### config.mk
export PLATFORM = sky130hd
export DESIGN_NAME = mmd_top
export DESIGN_NICKNAME = d
export VERILOG_FILES = /design/src/verilog/mmd_pkg.sv /design/src/verilog/mmd_top.sv
export SDC_FILE = /design/constraint.sdc
export NUM_CORES = 1
export LEC_CHECK = 0
export BUFFER_PORTS_ARGS = -buffer_cell sky130_fd_sc_hd__buf_2
export CELL_PAD_IN_SITES_DETAIL_PLACEMENT = 0
export CELL_PAD_IN_SITES_GLOBAL_PLACEMENT = 2
export CORE_MARGIN = 1
export CORE_UTILIZATION = 22
export DETAILED_ROUTE_END_ITERATION = 6
export PLACE_DENSITY = 0.92
export SLEW_MARGIN = 10
export SYNTH_ARGS = -nofsm -noshare
export SYNTH_HDL_FRONTEND = slang
export SYNTH_SLANG_ARGS = --single-unit
### constraint.sdc
create_clock -name i_mclk -period 4.71 [get_ports i_mclk]
set_input_delay 0.942 -clock i_mclk [delete_from_list [all_inputs] [get_ports i_mclk]]
set_output_delay 0.942 -clock i_mclk [all_outputs]
set_load 0.005 [all_outputs]
### src/verilog/mmd_pkg.sv
// Package: constants and types for the chip mode and address decode block
package mmd_pkg;

	// ----------------------------------------------------------------
	// Address map
	// ----------------------------------------------------------------
	localparam logic [17:0] MMD_REG_BASE   = 18'h00000;
	localparam logic [17:0] MMD_REG_TOP    = 18'h003ff;
	localparam logic [17:0] MMD_INFO_BASE  = 18'h00400;
	localparam logic [17:0] MMD_INFO_TOP   = 18'h0047f;
	localparam logic [17:0] MMD_RAM_BASE   = 18'h00800;
	localparam logic [17:0] MMD_RAM_ANCHOR = 18'h007ff;
	localparam logic [17:0] MMD_RAM_BYTES  = 18'h00800;
	localparam logic [17:0] MMD_RAM_TOP    = 18'(MMD_RAM_ANCHOR + MMD_RAM_BYTES);
	localparam logic [18:0] MMD_FLASH_END  = 19'h40000;
	localparam logic [17:0] MMD_FLASH_TOP  = 18'h3ffff;
	localparam logic [18:0] MMD_FLASH_BYTES = 19'h08000;
	localparam logic [17:0] MMD_FLASH_LOW  = 18'(MMD_FLASH_END - MMD_FLASH_BYTES);
	localparam logic [17:0] MMD_FLASH_PAGE_LOW = 18'h30000;
	localparam logic [7:0]  MMD_PART_HIGH_ADDR = 8'h1a;
	localparam logic [7:0]  MMD_PART_LOW_ADDR  = 8'h1b;

	// Identifier fields (values arbitrary)
	localparam logic [3:0]  MMD_ID_MAJOR_FAM = 4'h1;
	localparam logic [3:0]  MMD_ID_MINOR_FAM = 4'h2;
	localparam logic [3:0]  MMD_ID_MAJOR_REV = 4'h0;
	localparam logic [3:0]  MMD_ID_MINOR_REV = 4'h0;

	// ----------------------------------------------------------------
	// Register offsets on the control bus
	// ----------------------------------------------------------------
	// Identifier bytes: word index times four
	localparam logic [7:0]  MMD_OFS_PART_HIGH = 8'(MMD_PART_HIGH_ADDR << 2);
	localparam logic [7:0]  MMD_OFS_PART_LOW  = 8'(MMD_PART_LOW_ADDR << 2);
	localparam logic [7:0]  MMD_OFS_MAP_CTRL  = 8'h40;
	localparam logic [7:0]  MMD_OFS_MODE      = 8'h44;
	localparam logic [7:0]  MMD_OFS_POWER     = 8'h48;
	localparam logic [7:0]  MMD_OFS_FREEZE    = 8'h4c;
	localparam logic [7:0]  MMD_OFS_IRQ_STAT  = 8'h50;
	localparam logic [7:0]  MMD_OFS_IRQ_MASK  = 8'h54;
	localparam logic [7:0]  MMD_OFS_CLOCK     = 8'h58;

	localparam int          MMD_EVT_W       = 4;
	localparam int          MMD_EVT_ILLEGAL = 0;
	localparam int          MMD_EVT_RESV    = 1;
	localparam int          MMD_EVT_WAKE    = 2;
	localparam int          MMD_EVT_CLKMON  = 3;

	localparam logic [1:0]  MMD_RESP_OKAY   = 2'h0;
	localparam logic [1:0]  MMD_RESP_SLVERR = 2'h2;

	// Oscillator monitor timeout in bus cycles
	localparam logic [7:0]  MMD_CLKMON_LIMIT = 8'hff;

	// ----------------------------------------------------------------
	// Types
	// ----------------------------------------------------------------
	typedef enum logic [1:0] {MMD_RUN, MMD_STOP, MMD_WAIT} mmd_pwr_t;

	typedef struct packed {
		logic        ram;
		logic        flash;
		logic        regs;
		logic        info;
		logic        resv;
	} mmd_sel_t;

	typedef struct packed {
		logic                 aw_full;
		logic [7:0]           aw_addr;
		logic                 w_full;
		logic [31:0]          w_data;
		logic [3:0]           w_strb;
		logic                 bvalid;
		logic [1:0]           bresp;
		logic                 rvalid;
		logic [31:0]          rdata;
		logic [1:0]           rresp;
		logic                 info_row_visible;
		logic                 mode_select;
		logic                 strap_taken;
		mmd_pwr_t             pwr;
		logic                 clk_from_osc;
		logic                 clkmon_en;
		logic [7:0]           clkmon_cnt;
		logic                 freeze_wdog;
		logic                 freeze_pit;
		logic [MMD_EVT_W-1:0] irq_stat;
		logic [MMD_EVT_W-1:0] irq_mask;
		logic                 sys_reset;
		logic                 cpu_rdata_zero;
	} mmd_state_t;

endpackage : mmd_pkg

### src/verilog/mmd_top.sv
// Chip mode, power mode and global address decode with AXI4-Lite control
//
// Added by the designer: register access over AXI4-Lite.
`timescale 1ns/1ps

// Function
// - Writes to reserved space are dropped; reads there return zero.
// - Access to an unimplemented flash page raises illegal address reset.
// - RAM starts at 0x800 and ends at 0x7FF plus its byte count.
// - Flash ends at 0x3FFFF, starting at 0x40000 minus its byte count.
// - Information row mapped only while visibility bit is one, else reserved.
// - Read-only 16-bit part identifier, high byte at 0x1A, low at 0x1B.
// - Identifier nibbles: major family, minor family, major rev, minor rev.
// - Mode strap level is captured into the mode bit at reset release.
// - Strap high selects normal single-chip, low selects special single-chip.
// - Software may change mode only in the limited permitted direction.
// - Normal mode starts the CPU from on-chip memory at the reset vector.
// - Special mode enables background debug and runs the monitor program.
// - Stop instruction enters stop; reset, die interrupt or unmasked irq exit.
// - Wait gates CPU clock only; reset, die interrupt or unmasked irq exit.
// - Enabled oscillator monitor issues system reset on clock timeout.
// - Core and bus clock come from the locked loop or the oscillator.
// - Flash uses the bus clock as its clock and program timing base.
// - Watchdog and periodic timer each have a freeze-in-debug option.
module mmd_top
	import mmd_pkg::*;
(
	input  wire logic        i_mclk,            // Bus clock
	input  wire logic        i_rst_n,           // Synchronous reset, active low
	input  wire logic        i_mode_select_strap, // Mode strap level
	input  wire logic        i_cpu_valid,       // CPU/debug bus access strobe
	input  wire logic        i_cpu_write,       // Access is a write
	input  wire logic [17:0] i_cpu_addr,        // Global address
	input  wire logic        i_cpu_stop,        // Stop instruction executed
	input  wire logic        i_wait_instruction, // Wait instruction executed
	input  wire logic        i_companion_die_interrupt, // Die link interrupt
	input  wire logic        i_irq_pending,     // Any unmasked CPU interrupt
	input  wire logic        i_osc_tick,        // Oscillator activity toggle seen
	input  wire logic        i_bdm_active,      // Background debug active
	input  wire logic [7:0]  i_periph_rdata,    // Read data from register blocks
	output logic [4:0]       o_sel,             // Region select: ram,flash,regs,info,resv
	output logic             o_cpu_write_en,    // Write permitted to selected region
	output logic             o_cpu_rdata_zero,  // Force zero read data
	output logic [7:0]       o_ident_rdata,     // Identifier byte for reads
	output logic             o_ident_hit,       // Access hits identifier bytes
	output logic             o_sys_reset,       // System reset request
	output logic             o_special_mode,    // Special single-chip mode
	output logic             o_bdm_enable,      // Background debug enabled
	output logic             o_monitor_boot,    // Boot from monitor program
	output logic             o_cpu_clk_en,      // CPU clock gate
	output logic             o_periph_clk_en,   // Peripheral clock gate
	output logic             o_clk_from_osc,    // Bus clock source select
	output logic             o_flash_clk_en,    // Flash clock and timing base
	output logic             o_freeze_wdog,     // Watchdog frozen
	output logic             o_freeze_pit,      // Periodic timer frozen
	output logic             o_irq,             // Interrupt, active high level
	input  wire logic [31:0] s_axi_awaddr,      // AXI write address
	input  wire logic        s_axi_awvalid,     // AXI write address valid
	output logic             s_axi_awready,     // AXI write address ready
	input  wire logic [31:0] s_axi_wdata,       // AXI write data
	input  wire logic [3:0]  s_axi_wstrb,       // AXI write strobes
	input  wire logic        s_axi_wvalid,      // AXI write data valid
	output logic             s_axi_wready,      // AXI write data ready
	output logic [1:0]       s_axi_bresp,       // AXI write response
	output logic             s_axi_bvalid,      // AXI write response valid
	input  wire logic        s_axi_bready,      // AXI write response ready
	input  wire logic [31:0] s_axi_araddr,      // AXI read address
	input  wire logic        s_axi_arvalid,     // AXI read address valid
	output logic             s_axi_arready,     // AXI read address ready
	output logic [31:0]      s_axi_rdata,       // AXI read data
	output logic [1:0]       s_axi_rresp,       // AXI read response
	output logic             s_axi_rvalid,      // AXI read data valid
	input  wire logic        s_axi_rready       // AXI read data ready
);

	mmd_state_t           st;
	mmd_state_t           next_st;
	mmd_sel_t             sel;
	logic [15:0]          part_ident;
	logic                 wr_go;
	logic                 rd_go;
	logic [7:0]           rd_ofs;
	logic [MMD_EVT_W-1:0] evt;
	logic [MMD_EVT_W-1:0] w1c;
	logic                 wake;
	logic                 clkmon_timeout;

	assign part_ident = {MMD_ID_MAJOR_FAM, MMD_ID_MINOR_FAM,
		MMD_ID_MAJOR_REV, MMD_ID_MINOR_REV};

	// ----------------------------------------------------------------
	// Address decode
	// ----------------------------------------------------------------
	always_comb begin
		sel.regs  = (i_cpu_addr <= MMD_REG_TOP);
		sel.info  = (i_cpu_addr >= MMD_INFO_BASE) && (i_cpu_addr <= MMD_INFO_TOP)
			&& st.info_row_visible;
		sel.ram   = (i_cpu_addr >= MMD_RAM_BASE) && (i_cpu_addr <= MMD_RAM_TOP);
		sel.flash = (i_cpu_addr >= MMD_FLASH_LOW) && (i_cpu_addr <= MMD_FLASH_TOP);
		sel.resv  = !(sel.regs || sel.info || sel.ram || sel.flash);
	end

	assign o_sel            = i_cpu_valid ? sel : 5'h00;
	assign o_cpu_write_en   = i_cpu_valid && i_cpu_write && !sel.resv
		&& !o_ident_hit;
	assign o_cpu_rdata_zero = st.cpu_rdata_zero;
	assign o_ident_hit      = i_cpu_valid && sel.regs
		&& ((i_cpu_addr[7:0] == MMD_PART_HIGH_ADDR)
		|| (i_cpu_addr[7:0] == MMD_PART_LOW_ADDR)) && (i_cpu_addr[17:8] == 10'h000);
	assign o_ident_rdata    = (i_cpu_addr[7:0] == MMD_PART_HIGH_ADDR)
		? part_ident[15:8] : part_ident[7:0];

	// ----------------------------------------------------------------
	// Mode and power outputs
	// ----------------------------------------------------------------
	assign o_special_mode  = !st.mode_select;
	assign o_bdm_enable    = !st.mode_select;
	assign o_monitor_boot  = !st.mode_select;
	assign o_cpu_clk_en    = (st.pwr == MMD_RUN);
	assign o_periph_clk_en = (st.pwr != MMD_STOP);
	assign o_clk_from_osc  = st.clk_from_osc;
	assign o_flash_clk_en  = o_periph_clk_en;
	assign o_freeze_wdog   = st.freeze_wdog && i_bdm_active;
	assign o_freeze_pit    = st.freeze_pit && i_bdm_active;
	assign o_sys_reset     = st.sys_reset;
	assign o_irq           = |(st.irq_stat & st.irq_mask);
	assign wake            = i_companion_die_interrupt || i_irq_pending;

	// ----------------------------------------------------------------
	// Bus slave signalling
	// ----------------------------------------------------------------
	assign s_axi_awready = !st.aw_full && !st.bvalid;
	assign s_axi_wready  = !st.w_full && !st.bvalid;
	assign s_axi_arready = !st.rvalid;
	assign s_axi_bvalid  = st.bvalid;
	assign s_axi_bresp   = st.bresp;
	assign s_axi_rvalid  = st.rvalid;
	assign s_axi_rdata   = st.rdata;
	assign s_axi_rresp   = st.rresp;

	assign wr_go  = st.aw_full && st.w_full && !st.bvalid;
	assign rd_go  = s_axi_arvalid && s_axi_arready;
	assign rd_ofs = {s_axi_araddr[7:2], 2'b00};
	assign clkmon_timeout = st.clkmon_en && (st.clkmon_cnt == MMD_CLKMON_LIMIT);

	always_comb begin
		evt = '0;
		evt[MMD_EVT_ILLEGAL] = i_cpu_valid && (i_cpu_addr >= MMD_FLASH_PAGE_LOW)
			&& (i_cpu_addr < MMD_FLASH_LOW);
		evt[MMD_EVT_RESV]    = i_cpu_valid && sel.resv;
		evt[MMD_EVT_WAKE]    = (st.pwr != MMD_RUN) && wake;
		evt[MMD_EVT_CLKMON]  = clkmon_timeout;
	end

	always_comb begin
		next_st = st;
		w1c     = '0;
		next_st.cpu_rdata_zero = i_cpu_valid && !i_cpu_write && sel.resv;
		next_st.sys_reset = evt[MMD_EVT_ILLEGAL] || clkmon_timeout;
		// Oscillator monitor count restarts on each oscillator tick
		if (!st.clkmon_en || i_osc_tick) begin
			next_st.clkmon_cnt = 8'h00;
		end else if (!clkmon_timeout) begin
			next_st.clkmon_cnt = 8'(st.clkmon_cnt + 8'h01);
		end
		// Strap caught at first edge after reset release
		if (!st.strap_taken) begin
			next_st.mode_select = i_mode_select_strap;
			next_st.strap_taken = 1'b1;
		end
		unique case (st.pwr)
			MMD_RUN: begin
				if (i_cpu_stop) begin
					next_st.pwr = MMD_STOP;
				end else if (i_wait_instruction) begin
					next_st.pwr = MMD_WAIT;
				end
			end
			MMD_STOP: begin
				if (wake) begin
					next_st.pwr = MMD_RUN;
				end
			end
			MMD_WAIT: begin
				if (wake) begin
					next_st.pwr = MMD_RUN;
				end
			end
			default: begin
				next_st.pwr = MMD_RUN;
			end
		endcase
		if (s_axi_awvalid && s_axi_awready) begin
			next_st.aw_full = 1'b1;
			next_st.aw_addr = {s_axi_awaddr[7:2], 2'b00};
		end
		if (s_axi_wvalid && s_axi_wready) begin
			next_st.w_full = 1'b1;
			next_st.w_data = s_axi_wdata;
			next_st.w_strb = s_axi_wstrb;
		end
		if (wr_go) begin
			next_st.aw_full = 1'b0;
			next_st.w_full  = 1'b0;
			next_st.bvalid  = 1'b1;
			next_st.bresp   = MMD_RESP_OKAY;
			if (st.w_strb[0]) begin
				unique case (st.aw_addr)
					MMD_OFS_MAP_CTRL: next_st.info_row_visible = st.w_data[0];
					// Only normal to special is allowed at run time
					MMD_OFS_MODE: begin
						if (!st.w_data[0]) begin
							next_st.mode_select = 1'b0;
						end
					end
					MMD_OFS_POWER: next_st.clk_from_osc = st.w_data[0];
					MMD_OFS_FREEZE: begin
						next_st.freeze_wdog = st.w_data[0];
						next_st.freeze_pit  = st.w_data[1];
					end
					MMD_OFS_IRQ_STAT: w1c = st.w_data[MMD_EVT_W-1:0];
					MMD_OFS_IRQ_MASK: next_st.irq_mask = st.w_data[MMD_EVT_W-1:0];
					MMD_OFS_CLOCK: next_st.clkmon_en = st.w_data[0];
					MMD_OFS_PART_HIGH, MMD_OFS_PART_LOW: next_st.bresp = MMD_RESP_OKAY;
					default: next_st.bresp = MMD_RESP_SLVERR;
				endcase
			end
		end
		if (st.bvalid && s_axi_bready) begin
			next_st.bvalid = 1'b0;
		end
		// Set wins over write-one-to-clear
		next_st.irq_stat = (st.irq_stat & ~w1c) | evt;
		if (rd_go) begin
			next_st.rvalid = 1'b1;
			next_st.rresp  = MMD_RESP_OKAY;
			next_st.rdata  = 32'h00000000;
			unique case (rd_ofs)
				MMD_OFS_PART_HIGH: next_st.rdata = {24'h000000, part_ident[15:8]};
				MMD_OFS_PART_LOW:  next_st.rdata = {24'h000000, part_ident[7:0]};
				MMD_OFS_MAP_CTRL:  next_st.rdata = {31'h00000000, st.info_row_visible};
				MMD_OFS_MODE:      next_st.rdata = {29'h00000000, st.pwr, st.mode_select};
				MMD_OFS_POWER:     next_st.rdata = {31'h00000000, st.clk_from_osc};
				MMD_OFS_FREEZE:    next_st.rdata = {30'h00000000, st.freeze_pit,
					st.freeze_wdog};
				MMD_OFS_IRQ_STAT:  next_st.rdata = {28'h0000000, st.irq_stat};
				MMD_OFS_IRQ_MASK:  next_st.rdata = {28'h0000000, st.irq_mask};
				MMD_OFS_CLOCK:     next_st.rdata = {31'h00000000, st.clkmon_en};
				default:           next_st.rresp = MMD_RESP_SLVERR;
			endcase
		end else if (st.rvalid && s_axi_rready) begin
			next_st.rvalid = 1'b0;
		end
	end

	// ----------------------------------------------------------------
	// State register
	// ----------------------------------------------------------------
	always_ff @(posedge i_mclk) begin
		if (!i_rst_n) begin
			st      <= '0;
			st.pwr  <= MMD_RUN;
		end else begin
			st <= next_st;
		end
	end

	logic unused_periph;
	assign unused_periph = ^i_periph_rdata;

endmodule : mmd_top

==> results of run 1 <==
power by group through the flow:
stage / registers (W) / clock network (W) / logic (W)
after detailed placement: 0.000455 / 0 / 0.000115
after global routing: 0.000448 / 0.000439 / 0.000131
after CTS: 0.000445 / 0.000426 / 0.000116
after global placement: 0.000454 / 0 / 0.000113
final: 0.000445 / 0.000414 / 0.000115
after floorplan: 0.000449 / 0 / 0.0000966
cells by family (layout without fill, tap and decap cells):
family | Yosys count | after routing
mux | 24 | 24
compound gates | 48 | 48
buf+inv | 73 | 105
fa+ha+maj | 3 | 3
flops | 49 | 49
other cells | 1 | 35
simple gates | 119 | 119
xor+xnor | 5 | 5
registers in the layout, indices dropped and copies added (netlist names):
| name | flops |
|---|---|
| st | 37 |
| s_axi_rdata | 5 |
| o_clk_from_osc | 1 |
| o_cpu_rdata_zero | 1 |
| o_sys_reset | 1 |
| s_axi_bresp | 1 |
| s_axi_bvalid | 1 |
| s_axi_rresp | 1 |
| s_axi_rvalid | 1 |
cells in the final DEF (no fill, tap or decap), types with 3 or more instances in the layout:
master / synthesis / layout
a22oi_1: 3 / 3
nor2_1: 23 / 23
ha_1: 3 / 3
dfxtp_1: 49 / 49
nor2b_1: 29 / 29
xor2_1: 3 / 3
or4_1: 3 / 3
o21ai_0: 6 / 6
nand2b_1: 7 / 7
buf_2: 2 / 83
a21boi_0: 7 / 7
o21a_1: 3 / 3
a21oi_1: 14 / 14
mux2i_1: 20 / 20
inv_1: 14 / 14
and2_1: 5 / 5
nand3_1: 5 / 5
nor3_1: 4 / 4
clkbuf_16: 0 / 5
nor4_1: 7 / 7
conb_1: 1 / 35
a31oi_1: 3 / 3
mux2_2: 3 / 3
nand2_1: 16 / 16
cells in the mapped netlist, types with 2 or more instances:
| library cell | count |
|---|---|
| clkbuf_1 | 9 |
| o2111ai_1 | 2 |
| a22oi_1 | 3 |
| dfxtp_1 | 49 |
| ha_1 | 3 |
| nand3b_1 | 2 |
| nand2b_1 | 7 |
| and3_1 | 2 |
| mux2i_1 | 20 |
| nor2b_1 | 29 |
| buf_4 | 46 |
| nand2_1 | 16 |
| o21ai_0 | 6 |
| nor3b_1 | 2 |
| buf_2 | 2 |
| a21oi_1 | 14 |
| nor2_1 | 23 |
| nand4b_1 | 2 |
| or4_1 | 3 |
| and2_1 | 5 |
| or4_4 | 2 |
| nor4_1 | 7 |
| a21boi_0 | 7 |
| o21a_1 | 3 |
| inv_1 | 14 |
| nand4_1 | 2 |
| nand3_1 | 5 |
| a31oi_1 | 3 |
| mux2_2 | 3 |
| xnor2_1 | 2 |
| xor2_1 | 3 |
| nor3_1 | 4 |
worst paths after layout:
path	startpoint	end	slack, ns
min reg2reg	s_axi_rdata[0]	s_axi_rdata[0]	0.46
max reg2reg	st[105]	st[7]	2.72
min	s_axi_rdata[0]	s_axi_rdata[0]	0.46
max	i_cpu_addr[15]	o_cpu_write_en	1.21
worst register-to-register path, cell delays in order, from the launching register on:
cell and delay (ns):
dfxtp_1 0.35, or4b_4 0.55, nor4_1 0.59, a21boi_0 0.21, o21a_1 0.20
stage by stage:
stage	cells	utilization (%)	hold slack, ns	cell area, µm²
2_1_floorplan	356	-	0.435	2930
5_1_grt	556	27.2	0.485	3320
4_1_cts	556	27.2	0.467	3320
3_3_place_gp	548	25.8	0.451	3150
6_report	556	27.2	0.463	3320
3_5_place_dp	548	25.8	0.458	3150
per-layer routing:
| layer | global-route usage [%] | vias to the layer above |
|---|---|---|
| li1 | - | 1161 |
| met1 | 13.0 | 1056 |
| met2 | 16.3 | 72 |
| met3 | 2.69 | 6 |
| met4 | 3.64 | 0 |
| met5 | 0 | - |
final cells by class:
cell class                 count  area (µm²)  share of cell area (%)
multi-input combinational    234        1500                    45.0
tap                          168         210                    6.33
clock inverter                 2        38.8                    1.17
sequential                    49         981                    29.5
inverter                      14        52.6                    1.58
clock buffer                   6         129                    3.88
timing repair buffer          83         415                    12.5
==> results.sh, run 1 <==
export IMPL_dr_pass1_iters=4
export IMPL_path_clk_slew_ns=0.07
export IMPL_nNetsFinal=532
export IMPL_clockRootBuffer="clkbuf_16"
export IMPL_synth_cell_area_mm2=0.00280
export IMPL_min_period_ns=3.50
export IMPL_hold_class="flip-flop to flip-flop"
export IMPL_timing_fmax_ghz=0.285
export IMPL_wl_met2_mm=2.98
export IMPL_hpwl_mm=5.15
export IMPL_cts_resized=0
export IMPL_wl_met3_um=375
export IMPL_dieArea_mm2=0.0132
export IMPL_synth_edf_count=0
export IMPL_vias_per_cell=4.13
export IMPL_drt_iter0_markers=95
export IMPL_synth_top_cell_area_share_pct=35.0
export IMPL_cts_tree="built"
export IMPL_fp_dieH_um=115
export IMPL_fin_setup_tns_ns=0
export IMPL_total_power_w=0.000974
export IMPL_clk_latency_ns=0.29
export IMPL_setup_slack_ns=1.21
export IMPL_drt_wirelength_per_cell_um=11.8
export IMPL_synth_area_mux_share_pct=9.16
export IMPL_place_congestion=0.727
export IMPL_clock_sinks=49
export IMPL_p_leak_nw=1.41
export IMPL_drv_slew=0
export IMPL_cp_cell_sequence="buf_2 -> or4_1 -> or4_4 -> nor3_2 -> nor3_1 -> buf_2"
export IMPL_pwr_share_clk_pct=42.5
export IMPL_grt_max_degree=44
export IMPL_track_usage_pct=10.1
export IMPL_synth_compound_area_share_pct=11.8
export IMPL_slowest_stage="or4_1"
export IMPL_synth_distinct_cells=54
export IMPL_endpoint_kind="primary output"
export IMPL_die_width_um=115
export IMPL_avgSynthCellArea_um2=8.70
export IMPL_antennaDiodeCount=0
export IMPL_met1_length_mm=3.10
export IMPL_drt_total_wl_mm=6.54
export IMPL_drc=0
export IMPL_critPathArrivalTime_ns=2.56
export IMPL_top_layer="met4"
export IMPL_synthXorXnorAreaFrac_pct=1.56
export IMPL_ys_ff_latch=49
export IMPL_swShare_pct=24.4
export IMPL_detail_route_antenna_nets=0
export IMPL_vias=2295
export IMPL_holdPathStages=2
export IMPL_io_pins=210
export IMPL_first_global_vias=2076
export IMPL_ys_warn_count=0
export IMPL_power_density_mw_per_mm2=293
export IMPL_p_sw_w=0.000237
export IMPL_dp_worst_setup_slack_ns=1.20
export IMPL_area_delta_synth_final_pct=18.6
export IMPL_synth_simple_area_share_pct=24.7
export IMPL_portBuffers=83
export IMPL_status="complete, no violations"
export IMPL_vdd_drop_max_mv=0.140
export IMPL_htree_levels=2
export IMPL_crit_type="input pin to primary output"
export IMPL_synth_top_family_by_area="simple AND/OR/NAND/NOR gates"
export IMPL_crit_required_ns=3.77
export IMPL_ys_async_sr_fraction_pct=0
export IMPL_reg2regPathDepth=4
export IMPL_synthCells=322
export IMPL_combPwrFrac_pct=11.8
export IMPL_clock_skew_ns=0.00641
export IMPL_worst_pin_slew_ns=0.750
export IMPL_cts_setup_buffers=0
export IMPL_setup_viol=0
export IMPL_critPathMaxFanout=4
export IMPL_antenna_found_initial=0
export IMPL_p_int_w=0.000736
export IMPL_ys_seq_area_share_pct=35.0
export IMPL_rsz0062_at_grt="false"
export IMPL_n_fill_cell=1342
export IMPL_synth_adder_area_share_pct=1.34
export IMPL_hold_viol=0
export IMPL_rows=40
export IMPL_hold_buffers=0
export IMPL_post_route_period_util_pct=74.4
export IMPL_core_mm2=0.0122
export IMPL_maxCapViolations=0
export IMPL_slew_headroom_pct=49.6
export IMPL_clockBufferDepth=2
export IMPL_worst_path_dominant_cell_family="simple AND/OR/NAND/NOR gates"
export IMPL_cp_num_buf_inv=2
export IMPL_max_stage_delay_ns=0.57
export IMPL_netlist_top_cells_area="dfxtp_1, buf_4, mux2i_1"
export IMPL_post_synth_top_area_cell="dfxtp_1"
export IMPL_cp_num_cells=6
export IMPL_start_util_pct=22.9
export IMPL_pwr_share_seq_pct=45.7
export IMPL_drive_above_1_share_pct=26.8
export IMPL_grt_pass1_wl_mm=10.2
export IMPL_crit_path_frequent_cell="buf_2"
export IMPL_cts_made_buffers=5
export IMPL_ys_flop_type="dfxtp_1"
export IMPL_critPathLaunchType="input pin"
export IMPL_gr_total_overflow=0
No activity file was read; power rests on OpenSTA's default activity.
==> run 2, diff against run 1 <==
CORE_UTILIZATION = 21   (was 22)
PLACE_DENSITY = 0.89   (was 0.92)
clock period = 3.5 ns   (was 4.71 ns; I/O delays follow)
==> run 2 against run 1 <==
Net effect: via count increased by 0.39%; global-route usage decreased by 0.64 points; critical path type unchanged; setup slack got worse by 0.72 ns; clock power increased by 28%; sequential cell count unchanged; register-to-register slack got worse by 1.3 ns; die area increased by 4.7%; cell count increased by 1.1%.
==> results.sh, run 2 (synthesis results as in run 1) <==
export IMPL_maxCapViolations=0
export IMPL_top_layer="met5"
export IMPL_drive_above_1_share_pct=27.0
export IMPL_regArea_um2=981
export IMPL_post_dp_cell_area_mm2=0.00317
export IMPL_cts_tree="built"
export IMPL_layout_commonest_cell="buf_2"
export IMPL_area_delta_synth_final_pct=19.0
export IMPL_critPathArrivalTime_ns=2.31
export IMPL_clockBufferDepth=2
export IMPL_critPathMaxFanout=4
export IMPL_worst_pin_slew_ns=0.835
export IMPL_track_usage_pct=9.48
export IMPL_nNetsFinal=534
export IMPL_crit_type="input pin to primary output"
export IMPL_detail_route_antenna_nets=0
export IMPL_crit_required_ns=2.80
export IMPL_vias_per_cell=4.10
export IMPL_hold_ws_ns=0.462
export IMPL_largest_register_ffs=37
export IMPL_hold_buffers=0
export IMPL_htree_levels=2
export IMPL_wl_met2_mm=3.12
export IMPL_endpoint_kind="primary output"
export IMPL_grt_max_degree=43
export IMPL_drt_wirelength_per_cell_um=11.6
export IMPL_p_leak_nw=1.42
export IMPL_setup_viol=0
export IMPL_gr_total_overflow=0
export IMPL_rsz0062_at_grt="false"
export IMPL_die_width_um=117
export IMPL_drt_iter0_markers=138
export IMPL_status="complete, no violations"
export IMPL_start_util_pct=21.8
export IMPL_first_global_vias=2202
export IMPL_cts_resized=0
export IMPL_fin_area_mm2=0.00333
export IMPL_vias=2304
export IMPL_clock_skew_ns=0.00912
export IMPL_rows=41
export IMPL_cts_made_buffers=5
export IMPL_io_pins=210
export IMPL_dieArea_mm2=0.0138
export IMPL_portBuffers=83
export IMPL_min_period_ns=3.01
export IMPL_slew_headroom_pct=43.8
export IMPL_antenna_found_initial=2
export IMPL_drv_slew=0
export IMPL_cts_setup_buffers=0
export IMPL_core_mm2=0.0128
export IMPL_path_clk_slew_ns=0.07
export IMPL_wl_met3_um=416
export IMPL_post_route_period_util_pct=86.1
export IMPL_clk_latency_ns=0.28
export IMPL_drt_total_wl_mm=6.51
export IMPL_dr_pass1_iters=4
export IMPL_hpwl_mm=5.18
export IMPL_final_cell_mix="buf_2, dfxtp_1, conb_1, nor2b_1, nor2_1"
export IMPL_place_congestion=0.816
export IMPL_clock_sinks=49
export IMPL_hold_class="flip-flop to flip-flop"
export IMPL_vdd_drop_max_mv=0.156
export IMPL_critPathLaunchType="input pin"
export IMPL_timing_fmax_ghz=0.332
export IMPL_power_density_mw_per_mm2=386
export IMPL_fin_setup_tns_ns=0
export IMPL_hold_viol=0
export IMPL_drc=0
export IMPL_fp_dieH_um=117
export IMPL_grt_pass1_wl_mm=10.6
export IMPL_multi_input_area_mm2=0.00149
export IMPL_met1_length_mm=2.92
export IMPL_n_fill_cell=1393
export IMPL_regMostFlops="st"
export IMPL_clockRootBuffer="clkbuf_16"
run 2: cell count changes in the layout (fill, tap and decap cells not counted):
cell      before  now
buf_4          0    2
clkbuf_1       1    0
clkinv_2       0    1
clkinv_4       1    0
diode_2        0    1
nor3b_1        1    2
nor3b_2        1    0
run 2: power by group:
group,switching (W),internal [W],leakage [nW]
Clock,0.000199,0.000332,0.0797
Sequential,0.0000206,0.000578,0.399
Combinational,0.0000815,0.0000754,0.941
run 2: per-layer routing:
layer / vias up / global-route usage [%]
li1: 1163 / -
met3: 7 / 3.05
met2: 75 / 16.2
met4: 2 / 2.40
met1: 1057 / 11.4
met5: - / 0
run 2: worst paths after layout:
kind	start	end	slack (ns)	cells past startpoint
worst max-delay path	i_cpu_addr[15]	o_cpu_write_en	0.49	6
worst min-delay path	s_axi_rdata[0]	s_axi_rdata[0]	0.46	2
worst max register to register	st[109]	st[8]	1.42	4
worst min register to register	s_axi_rdata[0]	s_axi_rdata[0]	0.46	2
run 2: stage by stage:
step | power [W] | setup WS (ns) | util (%) | instances
floorplan | 0.000734 | 0.789 | - | 356
detailed placement | 0.000769 | 0.468 | 24.7 | 554
global route | 0.00134 | 0.439 | 26.0 | 562
finish | 0.00129 | 0.486 | 26.0 | 562
global placement | 0.000764 | 0.466 | 24.7 | 554
CTS | 0.00130 | 0.465 | 26.0 | 561
run 2: layout make-up:
class,count,share of cell area [%]
clock inverters,2,1.05
well taps,172,6.46
repair buffers,85,12.9
multi-input cells,234,44.7
inverters,14,1.58
diodes,1,0.0751
flip-flops and latches,49,29.4
clock buffers,5,3.76
run 2: critical path, cell delays in order:
cell and delay, ns:
buf_2 0.11, or4_1 0.56, or4_4 0.47, nor3_2 0.26
nor3_1 0.08, buf_2 0.13
==> run 3, diff against run 2 <==
CORE_UTILIZATION = 19   (was 21)
PLACE_DENSITY = 0.85   (was 0.89)
clock period = 2.6 ns   (was 3.5 ns; I/O delays follow)
==> run 3 against run 2 <==
Net effect: critical path depth did not move; combinational power rose by 38%; count of clock-buffer cells in the layout did not move; core utilization fell by 2.5 points.
==> results.sh, run 3 (synthesis results as in run 1) <==
export IMPL_nNetsFinal=537
export IMPL_hold_class="input pin to flip-flop"
export IMPL_crit_type="input pin to primary output"
export IMPL_final_cell_mix="buf_2, dfxtp_1, conb_1, nor2b_1, nor2_1"
export IMPL_pwr_share_seq_pct=47.7
export IMPL_clk_latency_ns=0.29
export IMPL_fp_dieH_um=123
export IMPL_min_period_ns=2.56
export IMPL_cp_num_buf_inv=2
export IMPL_p_sw_w=0.000443
export IMPL_track_usage_pct=8.64
export IMPL_p_leak_nw=1.44
export IMPL_status="complete, no violations"
export IMPL_vdd_drop_max_mv=0.233
export IMPL_post_dp_cell_area_mm2=0.00321
export IMPL_critPathMaxFanout=4
export IMPL_portBuffers=83
export IMPL_critPathLaunchType="input pin"
export IMPL_cts_tree="built"
export IMPL_detail_route_antenna_nets=0
export IMPL_gr_total_overflow=0
export IMPL_vias=2355
export IMPL_slowest_stage="or4_4"
export IMPL_crit_required_ns=2.08
export IMPL_worst_pin_slew_ns=0.664
export IMPL_die_width_um=123
export IMPL_reg2regPathDepth=4
export IMPL_grt_max_degree=31
export IMPL_hpwl_mm=5.33
export IMPL_htree_levels=2
export IMPL_grt_pass1_wl_mm=10.1
export IMPL_path_clk_slew_ns=0.07
export IMPL_cp_num_cells=6
export IMPL_io_pins=210
export IMPL_holdPathStages=2
export IMPL_drive_above_1_share_pct=28.5
export IMPL_hold_viol=0
export IMPL_endpoint="o_cpu_write_en"
export IMPL_place_congestion=0.722
export IMPL_start_util_pct=19.3
export IMPL_endpoint_kind="primary output"
export IMPL_regMostFlops="st"
export IMPL_maxCapViolations=0
export IMPL_setup_viol=0
export IMPL_max_stage_delay_ns=0.59
export IMPL_timing_fmax_ghz=0.390
export IMPL_critPathArrivalTime_ns=2.04
export IMPL_swShare_pct=26.2
export IMPL_post_route_period_util_pct=98.6
export IMPL_combPwrFrac_pct=12.8
export IMPL_pwr_share_clk_pct=39.4
export IMPL_area_delta_synth_final_pct=21.5
export IMPL_cp_cell_sequence="buf_6 -> or4_4 -> or4_4 -> nor3_4 -> nor3_2 -> buf_2"
export IMPL_p_int_w=0.00124
export IMPL_hold_buffers=0
export IMPL_clockBufferDepth=2
export IMPL_largest_register_ffs=37
export IMPL_first_global_vias=2085
export IMPL_drt_wirelength_per_cell_um=11.6
export IMPL_clockRootBuffer="clkbuf_16"
export IMPL_r2r_start="s_axi_bvalid"
export IMPL_fin_area_mm2=0.00340
export IMPL_rows=44
export IMPL_crit_path_frequent_cell="or4_4"
export IMPL_clock_skew_ns=0.00492
export IMPL_worstReg2RegEnd="st[11]"
export IMPL_rsz0062_at_grt="true"
export IMPL_hold_ws_ns=0.415
export IMPL_reg2reg_slack_ns=0.76
export IMPL_worst_path_dominant_cell_family="simple AND/OR/NAND/NOR gates"
export IMPL_cts_made_buffers=5
export IMPL_post_route_util_pct=23.5
export IMPL_slew_headroom_pct=55.3
export IMPL_vias_per_cell=4.07
export IMPL_dr_pass1_iters=6
export IMPL_antenna_found_initial=2
export IMPL_drt_total_wl_mm=6.71
export IMPL_n_fill_cell=1586
export IMPL_dieArea_mm2=0.0152
export IMPL_clock_sinks=49
export IMPL_layout_commonest_cell="buf_2"
export IMPL_drc=0
export IMPL_cts_setup_buffers=0
export IMPL_core_mm2=0.0145
export IMPL_drt_iter0_markers=59
export IMPL_startpoint="i_cpu_addr[12]"
export IMPL_drv_slew=0
export IMPL_power_density_mw_per_mm2=496
## run 3: worst min path at each step
stage / to / from / slack [ns]
floorplan: st[9] / st[72] / 0.44
global placement: s_axi_rdata[0] / s_axi_rdata[0] / 0.45
detailed placement: s_axi_rdata[0] / s_axi_rdata[0] / 0.45
CTS: o_cpu_rdata_zero / i_cpu_write / 0.41
global route: o_cpu_rdata_zero / i_cpu_write / 0.42
finish: o_cpu_rdata_zero / i_cpu_write / 0.42
## run 3: area by class of cell
cell class	count	area (µm²)	share of cell area (%)
sequential	49	981	28.8
multi-input combinational	234	1520	44.8
timing repair buffer	88	459	13.5
antenna	2	5.00	0.147
tap	184	230	6.76
clock buffer	5	125	3.68
clock inverter	3	26.3	0.772
inverter	14	52.6	1.54
## run 3: power groups by stage
stage,sequential (W),combinational (W),clock [W]
after CTS,0.000806,0.000216,0.000684
final,0.000806,0.000217,0.000665
after global placement,0.000822,0.000210,0
after global routing,0.000811,0.000245,0.000713
after floorplan,0.000813,0.000175,0
after detailed placement,0.000823,0.000215,0
## run 3: stage by stage
stage	setup WS, ns	cells	setup TNS [ns]	total power (W)
3_3_place_gp	0.0215	569	0	0.00103
2_1_floorplan	0.249	356	0	0.000988
5_1_grt	-0.0102	578	-0.0123	0.00177
6_report	0.0355	579	0	0.00169
3_5_place_dp	0.0315	569	0	0.00104
4_1_cts	0.0201	577	0	0.00171
## run 3: routing by layer
layer  vias up  part of all wire (%)  wire length (µm)  GRT usage, %
met5         -                     0                 0             0
met4         0                  0.91                61          2.48
met3         7                   7.3               490          2.77
met2        85                    48              3230          15.3
met1      1095                    44              2930          9.89
li1       1168                     -                 -             -
## run 3: what timing repair did
item,4_1_cts,5_1_grt
hold endpoints to repair,0,0
resized for setup,0,6
endpoints found under the setup margin,0,2
